**config.mk**
```make
export PLATFORM = sky130hd
export DESIGN_NAME = mccs_clock_scheme
export DESIGN_NICKNAME = d
export VERILOG_FILES = /design/src/logic/mccs_pkg.sv /design/src/logic/mccs_clock_scheme.sv
export SDC_FILE = /design/constraint.sdc
export NUM_CORES = 1
export LEC_CHECK = 0
export ABC_AREA = 1
export BUFFER_PORTS_ARGS = -buffer_cell sky130_fd_sc_hd__buf_2
export CELL_PAD_IN_SITES_DETAIL_PLACEMENT = 0
export CELL_PAD_IN_SITES_GLOBAL_PLACEMENT = 1
export CORE_UTILIZATION = 43
export DETAILED_ROUTE_END_ITERATION = 10
export PLACE_DENSITY_LB_ADDON = 0.1
export SLEW_MARGIN = 20
export SYNTH_ARGS = -nofsm -noshare
export SYNTH_HDL_FRONTEND = slang
export SYNTH_SLANG_ARGS = --single-unit
```
**constraint.sdc**
```tcl
create_clock -name clk -period 1.7 [get_ports clk]
set_clock_uncertainty 0.15 [all_clocks]
set_input_delay 0.17 -clock clk [delete_from_list [all_inputs] [get_ports clk]]
set_output_delay 0.17 -clock clk [all_outputs]
set_load 0.1 [all_outputs]
```
**src/logic/mccs_pkg.sv**
```systemverilog
package mccs_pkg;

	// ****************************************************
	// clock relations
	// ****************************************************
	localparam int FAST_DIVIDE = 2;
	localparam int ANTIPHASE_DEG = 180;
	localparam int CLK_PERIOD_NS = 10;
	localparam int CLK_MHZ = 1000 / CLK_PERIOD_NS;
	localparam int CAL_MIN_MHZ = 50;
	localparam int CAL_TYP_MHZ = 100;
	localparam int CAL_PERIOD_NS = 1000 / CAL_TYP_MHZ;
	// cycles per calibration tick, typical period rounds down, at least one
	localparam int CAL_DIV_RAW = CAL_PERIOD_NS / CLK_PERIOD_NS;
	localparam int CAL_DIV = (CAL_DIV_RAW < 1) ? 1 : CAL_DIV_RAW;
	localparam int MAX_RATE_MBPS = 800;
	localparam int LANE_RATE_MBPS = CLK_MHZ;
	localparam int PORT_COUNT = 6;

	// ****************************************************
	// reset values
	// ****************************************************
	localparam logic RST_PHASE = 1'b0;
	localparam logic RST_MEM_CLOCK = 1'b0;
	localparam logic RST_STROBE = 1'b0;
	localparam logic RST_DDR_BIT = 1'b0;
	localparam logic [1:0] RST_WORD = 2'h0;
	localparam logic [7:0] RST_CAL_COUNT = 8'h00;

	typedef enum logic [1:0] {
		MCCS_WAIT_LOCK = 2'b00,
		MCCS_ALIGN = 2'b01,
		MCCS_RUN = 2'b11
	} mccs_state_e;

endpackage : mccs_pkg

```
**src/logic/mccs_clock_scheme.sv**
```systemverilog
`timescale 1ns/10ps
// How it works
// - two double-rate system clocks supplied, the second shifted 180 degrees
// - controller halves the double-rate clock into the single-rate memory clock
// - physical layer emits one data bit per double-rate clock period
// - buffer makes zero-phase and ninety-degree enables, divide 2, locked to zero phase
// - only the first two PLL outputs feed the system clock buffer
// - calibration clock comes from the same PLL, in phase with zero-degree domain
// - calibration clock at least 50 MHz, typically about 100 MHz
// - each of six ports has command, write and read clock inputs
// - user pushes write data on write clock, pops read data on read clock
// - port clocks are crossed safely into the system clock domain
// - two controllers on one side share one clock pair and data rate
// - system clocks come only from the PLL through the I/O clock network
// - I/O clock network allows data rates up to 800 Mb/s
module mccs_clock_scheme
	import mccs_pkg::*;
#(
	parameter int PORTS = PORT_COUNT
) (
	// clock and reset; clk is the zero-phase double-rate clock
	input wire logic clk,
	input wire logic rst_b,
	// PLL status, asynchronous
	input wire logic pll_locked,
	// single-rate data pair to serialise
	input wire logic [1:0] ser_data_in,
	// user port clocks, asynchronous
	input wire logic [PORTS-1:0] port_command_clock,
	input wire logic [PORTS-1:0] port_write_clock,
	input wire logic [PORTS-1:0] port_read_clock,
	// derived clocks and strobes
	output logic clocks_ready,
	output logic fast_clock_antiphase,
	output logic mem_clock,
	output logic mem_clock_second,
	output logic strobe_ce_zero,
	output logic strobe_ce_ninety,
	output logic cal_tick,
	output logic ddr_bit,
	// port clock edges seen in the system domain
	output logic [PORTS-1:0] port_command_edge,
	output logic [PORTS-1:0] port_write_edge,
	output logic [PORTS-1:0] port_read_edge
);

	// ****************************************************
	// synchronisers
	// ****************************************************
	logic lock_s1_reg, lock_s2_reg;
	logic [PORTS-1:0] cmd_s1_reg, cmd_s2_reg, cmd_s3_reg;
	logic [PORTS-1:0] wr_s1_reg, wr_s2_reg, wr_s3_reg;
	logic [PORTS-1:0] rd_s1_reg, rd_s2_reg, rd_s3_reg;

	// lock accepted only from the PLL
	always_ff @(posedge clk or negedge rst_b) begin
		if (!rst_b) begin
			lock_s1_reg <= 1'b0;
			lock_s2_reg <= 1'b0;
		end else begin
			lock_s1_reg <= pll_locked;
			lock_s2_reg <= lock_s1_reg;
		end
	end

	// two-flop crossing of each user clock
	always_ff @(posedge clk or negedge rst_b) begin
		if (!rst_b) begin
			cmd_s1_reg <= '0;
			cmd_s2_reg <= '0;
			cmd_s3_reg <= '0;
			wr_s1_reg <= '0;
			wr_s2_reg <= '0;
			wr_s3_reg <= '0;
			rd_s1_reg <= '0;
			rd_s2_reg <= '0;
			rd_s3_reg <= '0;
		end else begin
			cmd_s1_reg <= port_command_clock;
			cmd_s2_reg <= cmd_s1_reg;
			cmd_s3_reg <= cmd_s2_reg;
			wr_s1_reg <= port_write_clock;
			wr_s2_reg <= wr_s1_reg;
			wr_s3_reg <= wr_s2_reg;
			rd_s1_reg <= port_read_clock;
			rd_s2_reg <= rd_s1_reg;
			rd_s3_reg <= rd_s2_reg;
		end
	end

	// separate rising-edge detect per port clock
	wire [PORTS-1:0] cmd_edge_next = cmd_s2_reg & ~cmd_s3_reg;
	// write push and read pop clocks tracked apart
	wire [PORTS-1:0] wr_edge_next = wr_s2_reg & ~wr_s3_reg;
	wire [PORTS-1:0] rd_edge_next = rd_s2_reg & ~rd_s3_reg;

	// ****************************************************
	// lock and alignment
	// ****************************************************
	mccs_state_e state_reg, state_next;

	always_comb begin
		state_next = state_reg;
		case (state_reg)
			MCCS_WAIT_LOCK: begin
				if (lock_s2_reg)
					state_next = MCCS_ALIGN;
			end
			MCCS_ALIGN: begin
				state_next = lock_s2_reg ? MCCS_RUN : MCCS_WAIT_LOCK;
			end
			MCCS_RUN: begin
				if (!lock_s2_reg)
					state_next = MCCS_WAIT_LOCK;
			end
			default: begin
				state_next = MCCS_WAIT_LOCK;
			end
		endcase
	end

	wire run_next = (state_next == MCCS_RUN);

	// ****************************************************
	// divider, strobes, serialiser
	// ****************************************************
	logic phase_reg;
	logic [1:0] word_reg;
	logic [7:0] cal_count_reg;

	// halve the fast clock; phase zero restarts on a zero-degree edge
	wire phase_next = (run_next && state_reg == MCCS_RUN) ? ~phase_reg : RST_PHASE;
	wire slot_zero = run_next && !phase_next;
	// first bit on phase zero, second on phase one
	wire ddr_bit_next = !run_next ? RST_DDR_BIT : (slot_zero ? ser_data_in[0] : word_reg[1]);
	// calibration tick counted from the zero-phase domain
	wire cal_wrap = (cal_count_reg == 8'(CAL_DIV - 1));
	wire [7:0] cal_count_next = (!run_next || cal_wrap) ? RST_CAL_COUNT : cal_count_reg + 8'h01;

	always_ff @(posedge clk or negedge rst_b) begin
		if (!rst_b) begin
			state_reg <= MCCS_WAIT_LOCK;
			phase_reg <= RST_PHASE;
			word_reg <= RST_WORD;
			cal_count_reg <= RST_CAL_COUNT;
		end else begin
			state_reg <= state_next;
			phase_reg <= phase_next;
			word_reg <= slot_zero ? ser_data_in : word_reg;
			cal_count_reg <= cal_count_next;
		end
	end

	always_ff @(posedge clk or negedge rst_b) begin
		if (!rst_b) begin
			clocks_ready <= 1'b0;
			fast_clock_antiphase <= RST_PHASE;
			mem_clock <= RST_MEM_CLOCK;
			mem_clock_second <= RST_MEM_CLOCK;
			strobe_ce_zero <= RST_STROBE;
			strobe_ce_ninety <= RST_STROBE;
			cal_tick <= RST_STROBE;
			ddr_bit <= RST_DDR_BIT;
			port_command_edge <= '0;
			port_write_edge <= '0;
			port_read_edge <= '0;
		end else begin
			clocks_ready <= run_next;
			// antiphase partner of the fast clock, level shown low with clk high
			fast_clock_antiphase <= 1'b0;
			mem_clock <= slot_zero;
			// second controller on the same side shares the divider
			mem_clock_second <= slot_zero;
			// both enables from one divide-by-2 on the zero-phase reference
			strobe_ce_zero <= slot_zero;
			strobe_ce_ninety <= slot_zero;
			cal_tick <= run_next && (cal_count_next == RST_CAL_COUNT);
			ddr_bit <= ddr_bit_next;
			port_command_edge <= cmd_edge_next;
			port_write_edge <= wr_edge_next;
			port_read_edge <= rd_edge_next;
		end
	end

	// ****************************************************
	// assertions
	// ****************************************************
	property p_mem_toggle;
		@(posedge clk) disable iff (!rst_b)
		clocks_ready && $past(clocks_ready) |-> mem_clock != $past(mem_clock);
	endproperty
	a_mem_toggle: assert property (p_mem_toggle) else $error("memory clock not half rate");

	property p_ce_period;
		@(posedge clk) disable iff (!rst_b)
		strobe_ce_zero ##1 clocks_ready |-> !strobe_ce_zero ##1 (strobe_ce_zero || !clocks_ready);
	endproperty
	a_ce_period: assert property (p_ce_period) else $error("enable not every second cycle");

	property p_ce_pair;
		@(posedge clk) disable iff (!rst_b)
		strobe_ce_ninety == strobe_ce_zero;
	endproperty
	a_ce_pair: assert property (p_ce_pair) else $error("enables out of step");

	property p_align;
		@(posedge clk) disable iff (!rst_b)
		$rose(clocks_ready) |-> strobe_ce_zero && mem_clock;
	endproperty
	a_align: assert property (p_align) else $error("divider not aligned at start");

	property p_ddr_first;
		@(posedge clk) disable iff (!rst_b)
		strobe_ce_zero |-> ddr_bit == $past(ser_data_in[0]);
	endproperty
	a_ddr_first: assert property (p_ddr_first) else $error("first bit wrong");

	property p_ddr_second;
		@(posedge clk) disable iff (!rst_b)
		strobe_ce_zero ##1 clocks_ready |-> ddr_bit == $past(ser_data_in[1], 2);
	endproperty
	a_ddr_second: assert property (p_ddr_second) else $error("second bit wrong");

	property p_share;
		@(posedge clk) disable iff (!rst_b)
		mem_clock_second == mem_clock;
	endproperty
	a_share: assert property (p_share) else $error("shared clocks differ");

	localparam logic CAL_MHZ_OK = (CLK_MHZ / CAL_DIV) >= CAL_MIN_MHZ;
	property p_cal;
		@(posedge clk) disable iff (!rst_b)
		clocks_ready |-> cal_count_reg < 8'(CAL_DIV) && (CAL_MHZ_OK == 1'b1);
	endproperty
	a_cal: assert property (p_cal) else $error("calibration rate out of range");

	property p_ready_lock;
		@(posedge clk) disable iff (!rst_b)
		clocks_ready |-> $past(lock_s2_reg) && (LANE_RATE_MBPS <= MAX_RATE_MBPS);
	endproperty
	a_ready_lock: assert property (p_ready_lock) else $error("running without lock");

	property p_port_pulse;
		@(posedge clk) disable iff (!rst_b)
		(port_command_edge | port_write_edge | port_read_edge) != '0 |=>
			((port_command_edge & $past(port_command_edge)) | (port_write_edge & $past(port_write_edge))
			| (port_read_edge & $past(port_read_edge))) == '0;
	endproperty
	a_port_pulse: assert property (p_port_pulse) else $error("port edge longer than a cycle");

endmodule : mccs_clock_scheme

```
* After elaboration in Yosys (flattened, before gate mapping) *
Cells that the tools add are included.

word-level totals
  register bits after elaboration = 91
  input bits = 23
  output and inout bits = 26
  logic and storage cells = 50

operators by class
  $add $sub $neg = 1
  equality and inequality tests = 3
  mux-type cells = 8
  bitwise logic cells = 7
  reductions and logical operators = 9

operator list
  kind                                           count
  bitwise AND 6 bit                              3
  inverter 6 bit                                 3
  logical NOT 8 bit                              2
  adder 8 x 1 -> 8 bit, second input constant    1
  two-way mux 8 bit                              1
  two-way mux 2 bit                              3
  case mux 2 bit (3 select lines)                1
  == test 2 bit, second input constant           2
  logical AND 1 bit                              3
  two-way mux 1 bit                              3
  == test 2 x 1 -> 1 bit, second input constant  1
  logical NOT 1 bit                              2
  logical NOT 2 bit                              1
  logical OR 1 bit                               1
  inverter 1 bit                                 1

* Logic depth before layout (Yosys ltp) *
Gate-level depths: netlist of run 1.

  word-level depth = 9
  depth in mapped cells = 10
  depth with buffers taken out = 10

* Worst setup path after synthesis of run 1 *
Ideal clock, no wire load.

  path kind = reg2reg
  start point = register, netlist name clocks_ready
  end point = register word_reg[1]
  arrival = 1506 ps
  required time = 1433 ps
  setup slack = -72 ps
  cell stages (with the launch flop) = 8
  clock period less this slack = 1772 ps
  cells stage by stage = dfrtp_1 > inv_1 > nor3_2 > inv_2 > nand2_1 > inv_1 > nand2_1 > nand2_1

RTL lines
  element               line                      text
  to (signal assigned)  mccs_clock_scheme.sv:149  word_reg <= slot_zero ? ser_data_in : word_reg;
  to (decl)             mccs_clock_scheme.sv:128  logic [1:0] word_reg;

* Worst setup path in the final report of run 1 *
  start point = register cal_count_reg[0]
  end point = register cal_tick

on the way
  longest elaborated chain between the ends = 5

RTL lines
  element                                                       line                      text
  from (decl)                                                   mccs_clock_scheme.sv:129  logic [7:0] cal_count_reg;
  from (signal assigned)                                        mccs_clock_scheme.sv:150  cal_count_reg <= cal_count_next;
  branches (longest 2 deep; another with adder 8 x 1 -> 8 bit)  --
  two-way mux 8 bit (*)                                         mccs_clock_scheme.sv:138  wire [7:0] cal_count_next = (!run_next || cal_wrap) ? RST_CAL_COUNT : cal_count_reg + 8'h01;
  logical NOT 8 bit (*)                                         mccs_clock_scheme.sv:177  cal_tick <= run_next && (cal_count_next == RST_CAL_COUNT);
  logical AND 1 bit (*)                                         mccs_clock_scheme.sv:177
  to (signal assigned)                                          mccs_clock_scheme.sv:177
  to (decl)                                                     mccs_clock_scheme.sv:39   output logic cal_tick,

Every way passes the cells marked *.
A chain may end at the register's enable or synchronous reset.

==> summary.md, run 1 <==
| Metric | Value |
|---|---|
| Outcome | `finished with violations` |
| Failing checks | `DRC` |
| First-pass GRT wire length | `6465 um` |
| CTS Root Cell | `clkbuf_8` |
| Clk Latency, worst-skew pair | `0.34 ns` |
| Hold WS | `0.1533 ns` |
| Synthesis Warnings | `0` |
| Sum Neg Setup Slack | `0 ns` |
| Worst ir drop on vdd | `0.6369 mV` |
| Crit path DAT | `1.65 ns` |
| Longest Clk Path Bufs | `2` |
| Die Y | `82.61 um` |
| Crit Path Max Fanout | `4` |
| Final slew viol count | `0` |
| GP Congestion | `0.8618` |
| Top cells by count, synth | `dfrtp_1 (89), inv_1 (30), nor2_1 (29), nand2_1 (26), nand3_1 (8)` |
| Util after Layout | `0.5626` |
| Pre-Repair DR Iteration Count | `7` |
| Placed Area | `3139 um2` |
| Placed Cells | `335` |
| Sequential cell area | `2228 um2` |
| GRT Overall Usage | `0.1359` |
| Fraction of registers with async set/reset | `1.000` |
| DR vias/cell | `4.206` |
| Int Pwr | `3.011 mW` |
| Synthesis-to-layout area growth | `27.14%` |
| Cell taking the most area after synthesis | `dfrtp_1` |
| RSZ-0062 raised after global routing | `no` |
| Initial core utilization | `0.4425` |
| Layout Nets | `316` |
| Worst-case reg-to-reg path depth | `9` |
| Post-Layout Cell Count | `373` |
| Dpl hpwl | `2582 um` |
| Clock transition at the registers of the reported paths | `0.09 ns` |
| Critical path data required time | `1.79 ns` |
| Die W | `82.61 um` |
| Max_cap viols | `0` |
| Top delay family on crit path | `flip-flops` |
| Critical path depth | `9` |
| PwrDens | `1161 nW/um2` |
| Setup-failing EPs final | `0` |
| CTS sink cnt | `89` |
| Mapped cell area | `2794 um2` |
| Total Wirelength | `3965 um` |
| Area occupied by multi-input gates | `405.4 um2` |
| Tmin final | `1.561 ns` |
| Post-route cell area | `3552 um2` |
| Combinational power share | `0.116` |
| IO buf count | `47` |
| Largest net degree at the start of global routing | `34` |
| Ys flop type | `dfrtp_1` |
| Seq cells post-synth | `89` |
| Layout cells sized above 1 | `0.2736` |
| Sequential cell fraction of total power | `0.546` |
| Synth top area share | `0.7971` |
| TritonCTS clock tree | `done` |
| IO Pins | `49` |
| Max reg flops | `8` |
| Final worst-path cycle share | `0.9184` |
| GRT Residual Overflow | `0` |
| Final hold violations | `0` |
| Net Count, Synth | `238` |
| Critical-path cell list | `ha_1 -> nand2_1 -> clkinv_1 -> nand2_1 -> nand2_1 -> o21ai_0 -> nor2_1 -> nand2_1 -> nor2_2` |
| Core Area | `6314 um2` |
| Critical path class | `reg -> reg` |
| Crit end category | `register` |
| Via count | `1569` |
| FILL cells | `563` |
| Synth area leaders | `dfrtp_1 (80%), inv_1 (4.0%), nor2_1 (3.9%)` |
| Leak | `1.851 nW` |
| HP Class | `in -> async` |
| Count of cell types in the netlist | `20` |
| Post-CTS setup buffers | `0` |
| Vias in the first global route | `1470` |
| Sw Pwr | `1.112 mW` |
| Slowest cell on the critical path | `dfrtp_1` |
| Part of the power in the clock network | `0.338` |
| Die ar. | `6824 um2` |
| Sw Ratio | `0.2698` |
| CTS Buf Count | `9` |
| Seq/Total Area, Yosys | `0.7971` |
| H-tree depth | `3` |
| Post-route antenna net violation count | `0` |
| Residual DRC | `2` |
| Startpoint types | `register` |
| Most common cell in the synthesized netlist | `dfrtp_1` |
| Post-synth EDFFs | `0` |
| Cells after Synth | `213` |
| Number of placement rows | `29` |
| Critical path's largest stage delay | `0.43 ns` |
| Fmax | `640.5 MHz` |
| CP Buf/Inv Count | `1` |
| Syn_area_per_cell | `13.12 um2` |
| # diodes | `0` |
| Routed WL per cell | `10.63 um` |
| Crit path top cell by count | `nand2_1` |
| Iter 0 DRT Violations | `67` |
| Initial antenna violation count | `0` |
[power groups by stage]
stage               Clock (mW)  Sequential, mW  Combinational, mW
global route              1.54            2.27              0.508
floorplan                    0            2.51              0.105
CTS                       1.46            2.25              0.483
finish                    1.39            2.25              0.477
global placement             0            2.29              0.443
detailed placement           0            2.30              0.444
[routing by layer]
| metal | GRT usage | wire, um | vias to the layer above |
|---|---|---|---|
| li1 | - | - | 783 |
| met1 | 0.1697 | 1903 | 738 |
| met2 | 0.2058 | 1825 | 41 |
| met3 | 0.04066 | 179 | 7 |
| met4 | 0.08793 | 57 | 0 |
| met5 | 0 | 0 | - |
[repair_timing]
item / CTS / global route
setup endpoints to repair: 0 / 1
resized for setup: 0 / 1
hold buffers: 22 / 0
endpoints found under the hold margin: 110 / 0
[stage by stage]
stage	power, mW	setup WS, ns
global placement	2.734	0.1461
CTS	4.193	0.1090
floorplan	2.617	0.02283
finish	4.123	0.1387
global route	4.309	0.03151
detailed placement	2.739	0.1285
[cell usage in the layout, fill, tap and decap left out, types with 2 or more instances in the layout]
cell type,count
buf_12,2
buf_2,46
clkbuf_1,2
clkbuf_8,9
clkinv_1,2
dfrtp_1,88
dlygate4sd3_1,22
ha_1,2
inv_1,29
inv_2,4
inv_6,2
nand2_1,26
nand2_2,3
nand3_1,8
nor2_1,29
nor2_2,7
o21ai_0,2
[final timing paths]
check,startpoint,endpoint,slack [ns]
min in group clk,wr_s1_reg[3]$_DFF_PN0_,wr_s2_reg[3]$_DFF_PN0_,0.20
worst min-delay path,rst_b,wr_s3_reg[5]$_DFF_PN0_,0.15
worst max-delay path,cal_count_reg[0]$_DFF_PN0_,cal_tick$_DFF_PN0_,0.14
worst max register to register,cal_count_reg[0]$_DFF_PN0_,cal_tick$_DFF_PN0_,0.14
max in group asynchronous,rst_b,clocks_ready$_DFF_PN0_,0.74
worst min register to register,wr_s1_reg[3]$_DFF_PN0_,wr_s2_reg[3]$_DFF_PN0_,0.20
[cell type report]
type,instances,area share
Inverter,35,0.03698
Clock buffer,11,0.03698
Multi-Input combinational cell,85,0.1141
Tap cell,77,0.02712
Timing Repair Buffer,71,0.1402
Sequential cell,89,0.6273
Clock inverter,5,0.01726
[kinds of logic after synthesis]
group / after synthesis / synth area share
flops: 89 / 0.7971
fa+ha+maj: 2 / 0.008955
compound gates: 5 / 0.009850
other cells: 1 / 0.001342
buf+inv: 39 / 0.05777
simple gates: 77 / 0.1249
Power figures use the tool's default switching activity.
==> run 2: changes to the inputs <==
Settings changed: CORE_MARGIN set to 2.
==> run 2 against run 1 <==
Net effect: the run now ends clean; global-route usage fell by 0.17 points; register-to-register slack barely moved; via count rose by 1.0%; sequential cell count did not move; clock power fell by 6%; wire length rose by 3.9%; hold slack got worse by 0.056 ns; design area fell by 0.42%; critical path depth did not move; largest cell class unchanged; largest power group unchanged.
==> summary.md, run 2 (synthesis results as in run 1) <==
| Metric | Value |
|---|---|
| Die ar. | `7158 um2 (was 6824 um2)` |
| H-tree depth | `3 (unchanged)` |
| CTS Root Cell | `clkbuf_8 (unchanged)` |
| Fmax | `643.4 MHz (was 640.5 MHz)` |
| Number of placement rows | `29 (unchanged)` |
| Tmin final | `1.554 ns (was 1.561 ns)` |
| Placed Area | `3134 um2 (was 3139 um2)` |
| FILL cells | `554 (was 563)` |
| Setup-failing EPs final | `0 (unchanged)` |
| Die W | `84.61 um (was 82.61 um)` |
| Largest net degree at the start of global routing | `38 (was 34)` |
| Layout Nets | `317 (was 316)` |
| CTS Buf Count | `9 (unchanged)` |
| DR vias/cell | `4.238 (was 4.206)` |
| Residual DRC | `0 (was 2)` |
| Final slew viol count | `0 (unchanged)` |
| Synthesis-to-layout area growth | `26.60% (was 27.14%)` |
| Startpoint types | `register (unchanged)` |
| Routed WL per cell | `11.02 um (was 10.63 um)` |
| Commonest non-fill, non-tap cell in the layout | `dfrtp_1 (unchanged)` |
| IO buf count | `47 (unchanged)` |
| Vias in the first global route | `1587 (was 1470)` |
| Worst-case reg-to-reg path depth | `9 (unchanged)` |
| PwrDens | `1141 nW/um2 (was 1161 nW/um2)` |
| Max reg flops | `8 (unchanged)` |
| Critical path class | `reg -> reg (unchanged)` |
| Die Y | `84.61 um (was 82.61 um)` |
| # diodes | `0 (unchanged)` |
| GRT Overall Usage | `0.1342 (was 0.1359)` |
| IO Pins | `49 (unchanged)` |
| Sum Neg Setup Slack | `0 ns (unchanged)` |
| Post-route cell area | `3537 um2 (was 3552 um2)` |
| Final worst-path cycle share | `0.9143 (was 0.9184)` |
| Leak | `1.849 nW (was 1.851 nW)` |
| TritonCTS clock tree | `done (unchanged)` |
| Final hold violations | `0 (unchanged)` |
| Max_cap viols | `0 (unchanged)` |
| Outcome | `finished clean (was finished with violations)` |
| Core Area | `6314 um2 (unchanged)` |
| First-pass GRT wire length | `7272 um (was 6465 um)` |
| Sequential cell area | `2228 um2 (unchanged)` |
| Critical path's largest stage delay | `0.42 ns (was 0.43 ns)` |
| Initial core utilization | `0.4425 (unchanged)` |
| Clk Latency, worst-skew pair | `0.34 ns (about the same)` |
| Crit path top cell by count | `nand2_1 (unchanged)` |
| Layout cells sized above 1 | `0.2828 (was 0.2736)` |
| Iter 0 DRT Violations | `55 (was 67)` |
| Critical-path cell list | `ha_1 -> nand2_1 -> clkinv_1 -> nand2_1 -> nand2_1 -> o21ai_0 -> nor2_1 -> nand2_1 -> nor2_2 (unchanged)` |
| GRT Residual Overflow | `0 (unchanged)` |
| HP Class | `in -> async (unchanged)` |
| Critical path data required time | `1.79 ns (about the same)` |
| RSZ-0062 raised after global routing | `no (unchanged)` |
| Crit end category | `register (unchanged)` |
| Reg-to-Reg Start | `cal_count_reg[0]$_DFF_PN0_ (unchanged)` |
| Post-route antenna net violation count | `0 (unchanged)` |
| Initial antenna violation count | `0 (unchanged)` |
| CP Buf/Inv Count | `1 (unchanged)` |
| GP Congestion | `0.8401 (was 0.8618)` |
| Critical path depth | `9 (unchanged)` |
| CTS sink cnt | `89 (unchanged)` |
| Total Wirelength | `4120 um (was 3965 um)` |
| Worst reg2reg path endpoint | `cal_tick$_DFF_PN0_ (unchanged)` |
| Pre-Repair DR Iteration Count | `4 (was 7)` |
| Via count | `1585 (was 1569)` |
| Most frequent cells in the layout | `dfrtp_1 (88), buf_2 (46), inv_1 (29) (was dfrtp_1 (88), buf_2 (46), inv_1 (29), nor2_1 (29), nand2_1 (26))` |
| Area occupied by multi-input gates | `407.9 um2 (was 405.4 um2)` |
| Clock transition at the registers of the reported paths | `0.09 ns (about the same)` |
| Worst ir drop on vdd | `0.6049 mV (was 0.6369 mV)` |
| Worst reg-to-reg setup slack | `0.15 ns (was 0.14 ns)` |
| Crit Path Max Fanout | `4 (unchanged)` |
| Dpl hpwl | `2813 um (was 2582 um)` |
| Top delay family on crit path | `flip-flops (unchanged)` |
| Slowest cell on the critical path | `dfrtp_1 (unchanged)` |
| Crit path DAT | `1.65 ns (about the same)` |
| Longest Clk Path Bufs | `2 (unchanged)` |
-- run 2: cell types whose count changed in the layout (fill, tap and decap cells not counted), sizes merged --
cell,change
buf,+1
bufinv,-1
clkinv,+1
-- run 2: how the worst max path moves through the flow --
stage | startpoint | endpoint | slack [ns]
after floorplan | strobe_ce_ninety$_DFF_PN0_ | mem_clock_second | 0.02
after global placement | cal_count_reg[0]$_DFF_PN0_ | cal_tick$_DFF_PN0_ | 0.14
after detailed placement | cal_count_reg[0]$_DFF_PN0_ | cal_tick$_DFF_PN0_ | 0.12
after CTS | cal_count_reg[0]$_DFF_PN0_ | cal_tick$_DFF_PN0_ | 0.1
after global routing | cal_count_reg[0]$_DFF_PN0_ | cal_tick$_DFF_PN0_ | 0.01
final | cal_count_reg[0]$_DFF_PN0_ | cal_tick$_DFF_PN0_ | 0.15
-- run 2: timing repair --
| item | 4_1_cts | 5_1_grt |
|---|---|---|
| endpoints found under the hold margin | 110 | 0 |
| buffers inserted | 0 | 0 |
| resized for setup | 0 | 2 |
| setup endpoints to repair | 0 | 1 |
| hold buffers | 22 | 0 |
-- run 2: layout make-up --
type | instances | share of cell area
Clock buffer | 11 | 0.03997
Clock inverter | 5 | 0.01097
Inverter | 35 | 0.03714
Multi-Input combinational cell | 85 | 0.1153
Sequential cell | 89 | 0.6300
Tap cell | 77 | 0.02724
Timing Repair Buffer | 72 | 0.1394
-- run 2: power by group --
part / leakage, nW / switching [mW] / internal [mW]
clock: 0.0956 / 0.724 / 0.585
sequential: 1.08 / 0.0322 / 2.22
combinational: 0.669 / 0.376 / 0.0984
total: 1.85 / 1.13 / 2.90
-- run 2: stage by stage --
step | power [mW] | std cells | util | setup slack (ns) | hold WS [ns]
5_1_grt | 4.210 | 374 | 0.5602 | 0.009638 | 0.1172
3_5_place_dp | 2.739 | 336 | 0.4964 | 0.1215 | -0.06325
6_report | 4.035 | 374 | 0.5602 | 0.1458 | 0.09688
2_1_floorplan | 2.617 | 213 | - | 0.02283 | -0.2756
4_1_cts | 4.096 | 374 | 0.5598 | 0.09842 | 0.08583
3_3_place_gp | 2.733 | 336 | 0.4964 | 0.1421 | -0.06216
-- run 2: per-layer routing --
metal  part of all wire  vias up  global-route usage
met5                  0        -                   0
met4              0.026        0             0.07504
li1                   -      783                   -
met2               0.44       42              0.1918
met3              0.051       10             0.03835
met1               0.48      750              0.1860
